## src/mcc_pkg.sv

```systemverilog
`default_nettype none

package mcc_pkg;

    // ------------------------------------------------------------------
    // Register map
    // ------------------------------------------------------------------
    localparam int          MCC_ADDR_W        = 16;
    localparam int          MCC_DATA_W        = 16;
    localparam logic [15:0] MCC_MASTER_CONFIG = 16'h0000;
    localparam logic [15:0] MCC_CFG_RESET     = 16'h0000;
    localparam logic [15:0] MCC_RD_UNMAPPED   = 16'h0000;

    // ------------------------------------------------------------------
    // Field positions of master_config
    // ------------------------------------------------------------------
    localparam int MCC_BIT_INHIBIT_A = 15;
    localparam int MCC_BIT_INHIBIT_B = 14;
    localparam int MCC_BIT_LAUNCH    = 13;
    localparam int MCC_BIT_ENABLE    = 12;

    // ------------------------------------------------------------------
    // Pin synchroniser lanes
    // ------------------------------------------------------------------
    localparam int MCC_PIN_W        = 3;
    localparam int MCC_PIN_INHIBIT_A = 0;
    localparam int MCC_PIN_INHIBIT_B = 1;
    localparam int MCC_PIN_ENABLE   = 2;

    // ------------------------------------------------------------------
    // Controller sequencing
    // ------------------------------------------------------------------
    typedef enum logic [3:0] {
        MCC_ST_IDLE  = 4'b0001,
        MCC_ST_ARMED = 4'b0010,
        MCC_ST_RUN   = 4'b0100,
        MCC_ST_STOP  = 4'b1000
    } mcc_state_t;

endpackage

`default_nettype wire

```

## src/mcc_pin_if.sv

```systemverilog
`default_nettype none

interface mcc_pin_if #(
    parameter int W = 3
);
    logic [W-1:0] raw;
    logic [W-1:0] sync;

    modport sync_side (
        input  raw,
        output sync
    );
    modport user (
        output raw,
        input  sync
    );
endinterface

`default_nettype wire

```

## src/mcc_master_config.sv

```systemverilog
// How it works
// - master_config is a 16-bit host read-write register cleared by the master reset pin.
// - Monitor and terminal soft resets never touch master_config; only arst_n clears it.
// - Bit 15 ORed with the bus A inhibit pin blocks all bus A transmission while high.
// - Bit 14 ORed with the bus B inhibit pin blocks all bus B transmission while high.
// - With enable pin and bit both high, writing 1 to bit 13 and 1 to bit 12 launches an idle controller.
// - The launch bit self-clears after a write of 1 and always reads back 0.
// - Dropping the combined enable cancels a pending launch.
// - Bit 12 ANDed with the enable pin; either at 0 disables the controller.
// - A write of 1 to bit 12 is ignored while the enable pin is 0.
// - An enabled controller stays idle until the launch bit is written with 1.
// - If the enable drops while running, the current op code finishes, then it halts.
`default_nettype none

module mcc_master_config
    import mcc_pkg::*;
(
    input  wire logic                  ref_clk,
    input  wire logic                  arst_n,
    input  wire logic                  host_wr_en,
    input  wire logic                  host_rd_en,
    input  wire logic [MCC_ADDR_W-1:0] host_addr,
    input  wire logic [MCC_DATA_W-1:0] host_wdata,
    output logic [MCC_DATA_W-1:0]      host_rdata,
    output logic                       host_rvalid,
    input  wire logic                  bus_a_transmit_inhibit,
    input  wire logic                  bus_b_transmit_inhibit,
    input  wire logic                  controller_enable,
    input  wire logic                  opcode_done,
    output logic                       bus_a_tx_blocked,
    output logic                       bus_b_tx_blocked,
    output logic                       controller_enabled,
    output logic                       controller_launch,
    output logic                       controller_running
);

    // ------------------------------------------------------------------
    // Pin synchronisers
    // ------------------------------------------------------------------
    mcc_pin_if #(.W(MCC_PIN_W)) pin_bus ();

    assign pin_bus.raw[MCC_PIN_INHIBIT_A] = bus_a_transmit_inhibit;
    assign pin_bus.raw[MCC_PIN_INHIBIT_B] = bus_b_transmit_inhibit;
    assign pin_bus.raw[MCC_PIN_ENABLE]    = controller_enable;

    mcc_pin_sync #(.W(MCC_PIN_W)) u_sync (
        .ref_clk (ref_clk),
        .arst_n  (arst_n),
        .pins    (pin_bus.sync_side)
    );

    logic pin_inh_a;
    logic pin_inh_b;
    logic pin_en;

    assign pin_inh_a = pin_bus.sync[MCC_PIN_INHIBIT_A];
    assign pin_inh_b = pin_bus.sync[MCC_PIN_INHIBIT_B];
    assign pin_en    = pin_bus.sync[MCC_PIN_ENABLE];

    // ------------------------------------------------------------------
    // State
    // ------------------------------------------------------------------
    typedef struct packed {
        logic [MCC_DATA_W-1:0] cfg;
        mcc_state_t            state;
        logic [MCC_DATA_W-1:0] rdata;
        logic                  rvalid;
        logic                  blk_a;
        logic                  blk_b;
        logic                  en;
        logic                  launch;
        logic                  running;
    } mcc_top_state_t;

    mcc_top_state_t s_q;
    mcc_top_state_t s_d;

    logic cfg_wr;
    logic cfg_rd;
    logic en_now;
    logic start_wr;

    assign cfg_wr   = host_wr_en && (host_addr == MCC_MASTER_CONFIG);
    assign cfg_rd   = host_rd_en && (host_addr == MCC_MASTER_CONFIG);
    // Launch qualifies against the enable in force before this write lands
    assign en_now   = s_q.cfg[MCC_BIT_ENABLE] && pin_en;
    assign start_wr = cfg_wr && host_wdata[MCC_BIT_LAUNCH];

    // ------------------------------------------------------------------
    // Next state
    // ------------------------------------------------------------------
    always_comb begin
        s_d        = s_q;
        s_d.rvalid = 1'b0;
        s_d.launch = 1'b0;

        // Only arst_n clears the register; soft resets are not inputs here
        if (cfg_wr) begin
            s_d.cfg                 = host_wdata;
            s_d.cfg[MCC_BIT_LAUNCH] = 1'b0;
            s_d.cfg[MCC_BIT_ENABLE] = host_wdata[MCC_BIT_ENABLE] && pin_en;
        end

        if (host_rd_en) begin
            s_d.rvalid = 1'b1;
            s_d.rdata  = cfg_rd ? s_q.cfg : MCC_RD_UNMAPPED;
        end

        case (s_q.state)
            MCC_ST_IDLE: begin
                if (start_wr && en_now) begin
                    s_d.state = MCC_ST_ARMED;
                end
            end
            MCC_ST_ARMED: begin
                if (!en_now) begin
                    s_d.state = MCC_ST_IDLE;
                end else begin
                    s_d.launch = 1'b1;
                    s_d.state  = MCC_ST_RUN;
                end
            end
            MCC_ST_RUN: begin
                if (!en_now) begin
                    s_d.state = opcode_done ? MCC_ST_IDLE : MCC_ST_STOP;
                end
            end
            MCC_ST_STOP: begin
                if (opcode_done) begin
                    s_d.state = MCC_ST_IDLE;
                end
            end
            default: begin
                s_d.state = MCC_ST_IDLE;
            end
        endcase

        s_d.running = (s_d.state == MCC_ST_RUN) || (s_d.state == MCC_ST_STOP);
        s_d.en      = s_d.cfg[MCC_BIT_ENABLE] && pin_en;
        s_d.blk_a   = s_d.cfg[MCC_BIT_INHIBIT_A] || pin_inh_a;
        s_d.blk_b   = s_d.cfg[MCC_BIT_INHIBIT_B] || pin_inh_b;
    end

    always_ff @(posedge ref_clk or negedge arst_n) begin
        if (!arst_n) begin
            s_q         <= '0;
            s_q.cfg     <= MCC_CFG_RESET;
            s_q.rdata   <= MCC_RD_UNMAPPED;
            s_q.state   <= MCC_ST_IDLE;
        end else begin
            s_q <= s_d;
        end
    end

    assign host_rdata         = s_q.rdata;
    assign host_rvalid        = s_q.rvalid;
    assign bus_a_tx_blocked   = s_q.blk_a;
    assign bus_b_tx_blocked   = s_q.blk_b;
    assign controller_enabled = s_q.en;
    assign controller_launch  = s_q.launch;
    assign controller_running = s_q.running;
endmodule

`default_nettype wire

```

## src/mcc_pin_sync.sv

```systemverilog
`default_nettype none

module mcc_pin_sync #(
    parameter int W = 3
) (
    input  wire logic    ref_clk,
    input  wire logic    arst_n,
    mcc_pin_if.sync_side pins
);
    typedef struct packed {
        logic [W-1:0] first;
        logic [W-1:0] second;
    } mcc_sync_state_t;

    mcc_sync_state_t s_q;
    mcc_sync_state_t s_d;

    // First stage feeds only the second stage
    always_comb begin
        s_d.first  = pins.raw;
        s_d.second = s_q.first;
    end

    always_ff @(posedge ref_clk or negedge arst_n) begin
        if (!arst_n) begin
            s_q <= '0;
        end else begin
            s_q <= s_d;
        end
    end

    assign pins.sync = s_q.second;

endmodule

`default_nettype wire

```

## config.mk

```make
export PLATFORM = sky130hd
export DESIGN_NAME = mcc_master_config
export DESIGN_NICKNAME = d
export VERILOG_FILES = /design/src/mcc_pkg.sv /design/src/mcc_pin_if.sv /design/src/mcc_master_config.sv /design/src/mcc_pin_sync.sv
export SDC_FILE = /design/constraint.sdc
export NUM_CORES = 1
export LEC_CHECK = 0
export ABC_AREA = 1
export BUFFER_PORTS_ARGS = -buffer_cell sky130_fd_sc_hd__buf_2
export CELL_PAD_IN_SITES_DETAIL_PLACEMENT = 0
export CELL_PAD_IN_SITES_GLOBAL_PLACEMENT = 1
export CORE_UTILIZATION = 40
export CTS_CLUSTER_DIAMETER = 40
export CTS_CLUSTER_SIZE = 20
export DETAILED_ROUTE_END_ITERATION = 10
export GPL_TIMING_DRIVEN = 0
export PLACE_DENSITY_LB_ADDON = 0.1
export SLEW_MARGIN = 10
export SYNTH_ARGS = -nofsm -noshare
export SYNTH_HDL_FRONTEND = slang
export SYNTH_SLANG_ARGS = --single-unit
```

## constraint.sdc

```tcl
create_clock -name ref_clk -period 1.8 [get_ports ref_clk]
set_input_delay 0.09 -clock ref_clk [delete_from_list [all_inputs] [get_ports ref_clk]]
set_output_delay 0.09 -clock ref_clk [all_outputs]
set_load 0.01 [all_outputs]
```

==> results of run 1 <==
-- synthesized netlist by cell type (2+ instances only) --
library cell  instances
dfrtp_1              45
inv_1                39
nand2_1              33
buf_4                17
nor2_1               15
o22ai_1              14
o21ai_1              12
nand3_1               3
nand4_1               3
buf_6                 2
nand3b_1              2
nor2_4                2
o21ai_0               2
o22ai_2               2
-- per-stage QoR --
stage	hold WS, ps	setup slack, ps
after floorplan	-206	701
after global placement	197	595
after detailed placement	199	597
after CTS	7.13	497
after global routing	19.7	414
final	9.43	514
-- kinds of logic (layout without fill, tap and decap cells) --
family / Yosys count / in the layout
simple gates: 62 / 62
compound gates: 31 / 31
buf+inv: 61 / 135
other cells: 1 / 1
flops: 46 / 46
-- area by class of cell --
type / instances / area (um2) / share of cell area
clock buffer: 6 / 82.6 / 0.0335
inverter: 40 / 151 / 0.0614
multi-input combinational: 94 / 482 / 0.195
clock inverter: 2 / 12.5 / 0.00507
sequential: 46 / 1150 / 0.467
buffer: 21 / 159 / 0.0644
tap: 54 / 67.6 / 0.0274
timing repair buffer: 66 / 360 / 0.146
-- worst max-delay path: cells and delay by family --
| family | cells | cell delay [ps] |
|---|---|---|
| compound gates | 1 | 110 |
| buf+inv | 4 | 1090 |
| simple gates | 1 | 210 |
-- flip-flops by register name, indices dropped and copies added (netlist names) --
register,count
controller_enabled,1
controller_running,1
controller_launch,1
bus_a_tx_blocked,1
host_rvalid,1
s_q,19
bus_b_tx_blocked,1
u_sync.s_d,3
u_sync.pins.sync,3
host_rdata,15
-- placed cells by master, fill, tap and decap left out --
cell           synthesis  routed
or2_2                  1       1
o22ai_2                2       2
clkbuf_1               1       1
o21ai_1               12      12
clkinv_2               1       2
inv_1                 39      39
conb_1                 1       1
nor2_1                15      15
dfrtp_1               45      45
nand3_2                1       1
nand3b_1               2       2
nand3_1                3       3
nand2_1               33      33
dfstp_2                1       1
clkinvlp_4             0       1
clkbuf_8               0       6
a21oi_1                1       1
buf_4                 17      17
o22ai_1               14      14
buf_6                  2       2
o21ai_0                2       2
dlygate4sd3_1          0       6
nand3_4                1       1
nor2_4                 2       2
nand4_1                3       3
nor3_1                 1       1
buf_2                  1      61
-- report_power, final --
| part | internal, mW | switching (mW) | total [mW] |
|---|---|---|---|
| Clock | 0.309 | 0.340 | 0.649 |
| Sequential | 1.05 | 0.00380 | 1.05 |
| Combinational | 0.0515 | 0.0562 | 0.108 |
| Total | 1.41 | 0.400 | 1.81 |
-- path summary, 6_finish.rpt --
path / to / slack, ps / depth (start not counted)
worst max-delay path: host_rdata[7]$_DFFE_PN0P_ / 510 / 6
worst min-delay path: s_q[30]$_DFFE_PN0N_ / 9 / 3
worst max register to register: s_q[22]$_DFF_PN1_ / 600 / 6
worst min register to register: u_sync.pins.sync[2]$_DFF_PN0_ / 350 / 0
max in group asynchronous: host_rdata[12]$_DFFE_PN0P_ / 680 / 2
min in group asynchronous: host_rdata[7]$_DFFE_PN0P_ / 490 / 2
-- routing by layer --
| layer | vias up | share of wire | wire [um] |
|---|---|---|---|
| li1 | 755 | - | - |
| met5 | - | 0 | 0 |
| met4 | 0 | 0.020 | 69 |
| met3 | 8 | 0.049 | 170 |
| met1 | 633 | 0.49 | 1670 |
| met2 | 41 | 0.44 | 1530 |
==> metrics.md, run 1 <==
| Metric | Value |
|---|---|
| First-pass GRT wire length | 5.95 mm |
| Syn Inst Count | approximately 200 |
| Antenna violations before repair | 0 |
| Detailed placer's ending HPWL | roughly 2.4 mm |
| Normalized max-slew margin | 0.331 |
| TritonCTS clock tree | yes |
| Worst-skew pair later-pin latency | around 300 ps |
| Vias in the first global route | approximately 1400 |
| Vias per cell | around 4.4 |
| Multiplexer share of the synthesized area | 0 |
| Power Total | roughly 1.8 mW |
| Die height | about 72 um |
| Met2 usage | 0.238 |
| Ys Warns | 0 |
| Max Clock Freq | slightly below 0.8 GHz |
| Yosys top cell by area | dfrtp_1 |
| Inst Count DP | between 300 and 400 |
| Leak pwr | 1.34 nW |
| 1st-iter DRT viols | 46 |
| Wire per inst | ~10 um |
| RSZ-0062 raised after global routing | no |
| CTS max path bufs | 2 |
| Fin area | 2470 um2 |
| Worst clock skew | around 9.4 ps |
| Remaining DRCs | 0 |
| Initial Util | 0.414 |
| H-Tree Depth | 2 |
| CP Cell Sequence | dlygate4sd3_1 -> buf_2 -> clkbuf_1 -> nand3_2 -> buf_6 -> o22ai_1 |
| Startpoint Class | primary input |
| Filler cells | between 400 and 500 |
| Synth Area per Inst | about 9.7 um2 |
| Distinct cell type count after synthesis | 24 |
| Final cell count without fillers | between 300 and 400 |
| Final core utilization | 0.526 |
| Die area | ~5000 um2 |
| Max-cap check violation count | 0 |
| Row count | 25 |
| Crit Path Max Fanout | 10 |
| Met3 global-route usage | 0.0394 |
| Setup Buffers After CTS | 0 |
| Area after DPL | 2310 um2 |
| Total wire length | about 3.4 mm |
| Synth Area in Adders | 0 |
| Final worst path period need | 1290 ps |
| Core box area | 4690 um2 |
| Die W | 71.7 um |
| Layout area overhead | 26.9% |
| Syn_nets | between 200 and 250 |
| Max Transition Viols Final | 0 |
| Global route total overflow | 0 |
| Total negative slack | 0 ps |
| Async S/R FF share, synth | 1.00 |
| Crit Path Class | primary input to register |
| Worst-path clk slew | 90 ps |
| Largest net degree at the start of global routing | 47 |
| Port buffer count | 60 |
| Final worst-path cycle share | 0.715 |
| Reg2reg start | s_q[22]$_DFF_PN1_ |
| Yosys top cell area share | 0.579 |
| P per Cell Area | approximately 730 nW/um2 |
| Post-synthesis simple-gate area fraction | 0.149 |
| Final Hold Vio Count | 0 |
| Ports | 62 |
| Run status | finished clean |
| Worst endpoint required time | ~2000 ps |
| FF+latch count, synth | 46 |
| Largest family of logic cells by synthesized area | buffers and inverters |
| Post-route ant nets | 0 |
| Seq/Total Area, Yosys | 0.593 |
| Via count | 1437 |
| Crit. End Element | register |
| GPL Wtd Cong | ~0.75 |
| CTS hold repair buffers | 6 |
| Dominant synthesized flop cell | dfrtp_1 |
| Min-delay src | host_wdata[4] |
| Synth Area in XOR/XNOR | 0 |
| Synth top area cells | dfrtp_1 (58%), inv_1 (7.5%), buf_4 (6.6%) |
| # diodes | 0 |
| # clock sinks | between 40 and 50 |
| Measured slew at the worst slew-check pin | roughly 1000 ps |
| Root Driver | clkbuf_8 |
| Total Routing Usage GR | 0.150 |
| Finish-stage setup viols | 0 |
| GR Util met1 | 0.196 |
| CTS Buf Count | 5 |
| Worst min path class | primary input to register |
| Busiest grt layer | met2 |
| DRT Pass-1 Iters | 4 |
| CP startpoint | host_rd_en |
| Syn Std Cell Area | between 1500 and 2000 um2 |
| CTS-repair resized insts | 0 |
| Fin nets | roughly 310 |
| Layout cells sized above 1 | 0.353 |
| Post-synth EDFFs | 0 |
| Worst vdd ir | 0.000491 V |
| Synth Area in Compound Gates | 0.0965 |
| CP arrival | 1510 ps |
| Crit-path slowest cell | dlygate4sd3_1 |
| CP peak stage delay | roughly 520 ps |
Note: power is estimated with default switching activity, not from simulation.
==> run 2, diff against run 1 <==
--- a/config.mk
+++ b/config.mk
@@ -5,11 +5,11 @@
 export SDC_FILE = /design/constraint.sdc
 export NUM_CORES = 1
 export LEC_CHECK = 0
-export ABC_AREA = 1
+export ABC_AREA = 0
 export BUFFER_PORTS_ARGS = -buffer_cell sky130_fd_sc_hd__buf_2
 export CELL_PAD_IN_SITES_DETAIL_PLACEMENT = 0
 export CELL_PAD_IN_SITES_GLOBAL_PLACEMENT = 1
-export CORE_UTILIZATION = 40
+export CORE_UTILIZATION = 39
 export CTS_CLUSTER_DIAMETER = 40
 export CTS_CLUSTER_SIZE = 20
 export DETAILED_ROUTE_END_ITERATION = 10
==> constraint.sdc (replaced) <==
create_clock -name ref_clk -period 1.2 [get_ports ref_clk]
set_input_delay 0.06 -clock ref_clk [delete_from_list [all_inputs] [get_ports ref_clk]]
set_output_delay 0.06 -clock ref_clk [all_outputs]
set_load 0.01 [all_outputs]
==> run 2 against run 1 <==
Net effect: the run now ends with DRC, setup timing left; worst hold slack gained 9.3 ps; via count fell by 7.0%; global-route usage up 1.4 points; routed wire length grew 14%; critical path type is now register to register; largest power group unchanged; highest routed layer unchanged.
==> metrics.md, run 2 <==
| Metric | Value |
|---|---|
| Most common cell in the synthesized netlist | dfrtp_1 (unchanged) |
| Largest net degree at the start of global routing | 47 (unchanged) |
| Synth top area cells | dfrtp_1 (61%), a22o_1 (7.1%), buf_4 (6.5%) (was dfrtp_1 (58%), inv_1 (7.5%), buf_4 (6.6%)) |
| Crit Path Class | register to register (was primary input to register) |
| Min-delay src | host_wdata[6] (was host_wdata[4]) |
| Layout cells sized above 1 | 0.556 (was 0.353) |
| Worst-skew pair later-pin latency | 290 ps (was 300 ps) |
| Final worst-path cycle share | 1.15 |
| Die W | 71.0 um (was 71.7 um) |
| Yosys top cell by area | dfrtp_1 (unchanged) |
| Core box area | 4470 um2 (was 4690 um2) |
| Measured slew at the worst slew-check pin | 612 ps (was 1000 ps) |
| Syn Inst Count | 131 (was 201) |
| CTS max path bufs | 2 (unchanged) |
| Yosys top cell area share | 0.606 (was 0.579) |
| Detailed placer's ending HPWL | 2.57 mm (was 2.39 mm) |
| # clock sinks | 46 (unchanged) |
| Final worst path period need | between 1000 and 1500 ps |
| Max Clock Freq | 0.724 GHz |
| Normalized max-slew margin | 0.592 (was 0.331) |
| Remaining DRCs | 1 (was 0) |
| Power Total | 2.83 mW (was 1.81 mW) |
| Initial Util | 0.416 (was 0.414) |
| Syn Std Cell Area | 1860 um2 (was 1940 um2) |
| Synth cell count leaders | dfrtp_1 (45), buf_4 (16), a22o_1 (15) (was dfrtp_1 (45), inv_1 (39), nand2_1 (33)) |
| Die height | 71.0 um (was 71.7 um) |
| Async S/R FF share, synth | 1.00 (unchanged) |
| First-pass GRT wire length | 6.25 mm (was 5.95 mm) |
| CP arrival | 1610 ps (was 1510 ps) |
| Most frequent cells in the layout | buf_2 (59), dfrtp_1 (43), buf_4 (25) (was buf_2 (61), dfrtp_1 (45), inv_1 (39)) |
| Vias per cell | 4.82 (was 4.37) |
| Ys Warns | 0 (unchanged) |
| Post-synth EDFFs | 0 (unchanged) |
| Layout area overhead | 43.9% (was 26.9%) |
| Largest reg by FF count | s_q (unchanged) |
| P per Cell Area | 1060 nW/um2 (was 732 nW/um2) |
| Final core utilization | 0.598 (was 0.526) |
| Crit Path Max Fanout | 5 (was 10) |
| WHS Endpoint | s_q[32]$_DFFE_PN0N_ (was s_q[30]$_DFFE_PN0N_) |
| Final Hold Vio Count | 0 (unchanged) |
| Hold depth | 2 (was 3) |
| Inst Count DP | 243 (was 315) |
| Largest register FFs | 19 (unchanged) |
| Syn_nets | 171 (was 241) |
| Crit. End Element | register (unchanged) |
| Worst endpoint required time | 1430 ps (was 2030 ps) |
| Global route total overflow | 0 (unchanged) |
| Vias in the first global route | 1375 (was 1395) |
| Most common cell after layout, fill and taps aside | buf_2 (unchanged) |
| Filler cells | 374 (was 457) |
| Distinct cell type count after synthesis | 34 (was 24) |
| Via count | 1336 (was 1437) |
| Startpoint Class | register (was primary input) |
| 1st-iter DRT viols | 58 (was 46) |
| FF+latch count, synth | 46 (unchanged) |
| Finish-stage setup viols | 2 (was 0) |
| # diodes | 0 (unchanged) |
| TritonCTS clock tree | yes (unchanged) |
| Max-cap check violation count | 0 (unchanged) |
| Worst vdd ir | 0.000580 V (was 0.000491 V) |
| Worst min path class | primary input to register (unchanged) |
| Root Driver | clkbuf_8 (unchanged) |
| Port buffer count | 60 (unchanged) |
| Final hold slack | 18.7 ps (was 9.43 ps) |
| Worst-path clk slew | 80 ps (was 90 ps) |
| RSZ-0062 raised after global routing | yes (was no) |
| Seq/Total Area, Yosys | 0.620 (was 0.593) |
| GPL Wtd Cong | 0.698 (was 0.752) |
| Final cell count without fillers | 277 (was 329) |
| Antenna violations before repair | 0 (unchanged) |
| Reg2Reg Depth | 3 (was 6) |
| Row count | 24 (was 25) |
| Leak pwr | 1.41 nW (was 1.34 nW) |
| Wire per inst | 14.2 um (was 10.5 um) |
| Synth Area per Inst | 14.2 um2 (was 9.67 um2) |
| Die area | 5050 um2 (was 5140 um2) |
| Setup slack after layout | -182 ps (was 514 ps) |
| Fin nets | 264 (was 314) |
| H-Tree Depth | 2 (unchanged) |
| Pre-CTS setup slack | -318 ps (was 597 ps) |
| Worst clock skew | 3.43 ps (was 9.40 ps) |
| Max Transition Viols Final | 0 (unchanged) |
| Dominant synthesized flop cell | dfrtp_1 (unchanged) |
| Run status | finished with violations (was finished clean) |
| Flop2flop setup slack | -180 ps (was 600 ps) |
| Violated checks | DRC, setup timing |
| Ports | 62 (unchanged) |
| Total wire length | 3.92 mm (was 3.45 mm) |
| Post-route ant nets | 0 (unchanged) |
| DRT Pass-1 Iters | 9 (was 4) |
| Reg2reg start | s_q[24]$_DFF_PN0_ (was s_q[22]$_DFF_PN1_) |
| Total Routing Usage GR | 0.165 (was 0.150) |
| CTS Buf Count | 5 (unchanged) |
| RR Endpoint | s_q[22]$_DFF_PN1_ (unchanged) |
==> run 2: what timing repair did <==
| item | CTS | global route |
|---|---|---|
| setup endpoints to repair | 7 | 59 |
| gates resized for setup | 3 | 13 |
| setup buffers | 5 | 4 |
| hold endpoints to repair | 61 | 0 |
| hold buffers | 17 | 0 |
| pin swaps | 2 | 7 |
==> run 2: per-stage QoR <==
| stage | area (um2) | setup TNS (ps) |
|---|---|---|
| 6_report | 2680 | -314 |
| 5_1_grt | 2680 | -390 |
| 4_1_cts | 2590 | -309 |
| 3_5_place_dp | 2270 | -5750 |
| 3_3_place_gp | 2270 | -5010 |
| 2_1_floorplan | 1900 | -252 |
==> run 2: per-layer routing <==
metal  global-route usage  part of all wire
met5                    0                 0
met3               0.0513             0.034
met4               0.0800             0.018
met1                0.193              0.43
met2                0.276              0.52
==> run 2: area by class of cell <==
type,count,area (um2),area share
flip-flops and latches,46,1150,0.432
multi-input cells,63,647,0.242
repair buffers,86,541,0.202
plain buffers,19,146,0.0547
clock buffers,8,110,0.0412
well taps,52,65.1,0.0243
inverters,3,11.3,0.00421
==> run 2: where the power goes <==
part / switching, mW / total, mW / leakage, nW / internal, mW
Combinational: 0.0933 / 0.192 / 0.736 / 0.0987
Clock: 0.487 / 1.07 / 0.0575 / 0.581
Sequential: 0.00388 / 1.57 / 0.615 / 1.56
==> run 2: worst max path at each step <==
stage | to | start | cells after the start | slack [ps]
6_report | s_q[22]$_DFF_PN1_ | s_q[24]$_DFF_PN0_ | 3 | -180
3_3_place_gp | host_rdata[15]$_DFFE_PN0P_ | host_addr[6] | 6 | -290
3_5_place_dp | host_rdata[4]$_DFFE_PN0P_ | host_addr[6] | 6 | -320
4_1_cts | s_q[22]$_DFF_PN1_ | s_q[38]$_DFF_PN0_ | 4 | -230
2_1_floorplan | s_q[22]$_DFF_PN1_ | s_q[38]$_DFF_PN0_ | 4 | -110
5_1_grt | s_q[22]$_DFF_PN1_ | s_q[24]$_DFF_PN0_ | 3 | -210
==> run 2: logic make-up (layout without fill, tap and decap cells) <==
logic type      after synthesis  after routing  share of synthesized area
buf+inv                      22            116                     0.0814
flops                        46             46                      0.620
compound gates               23             23                      0.101
xor+xnor                      1              1                    0.00471
mux                          13             13                     0.0902
other cells                   1              1                    0.00202
simple gates                 25             25                      0.101
==> run 2: critical path: stages (launching register included) <==
cell and delay [ps]:
dfrtp_2 440, or4b_4 540, a31oi_4 170, o21ba_4 170
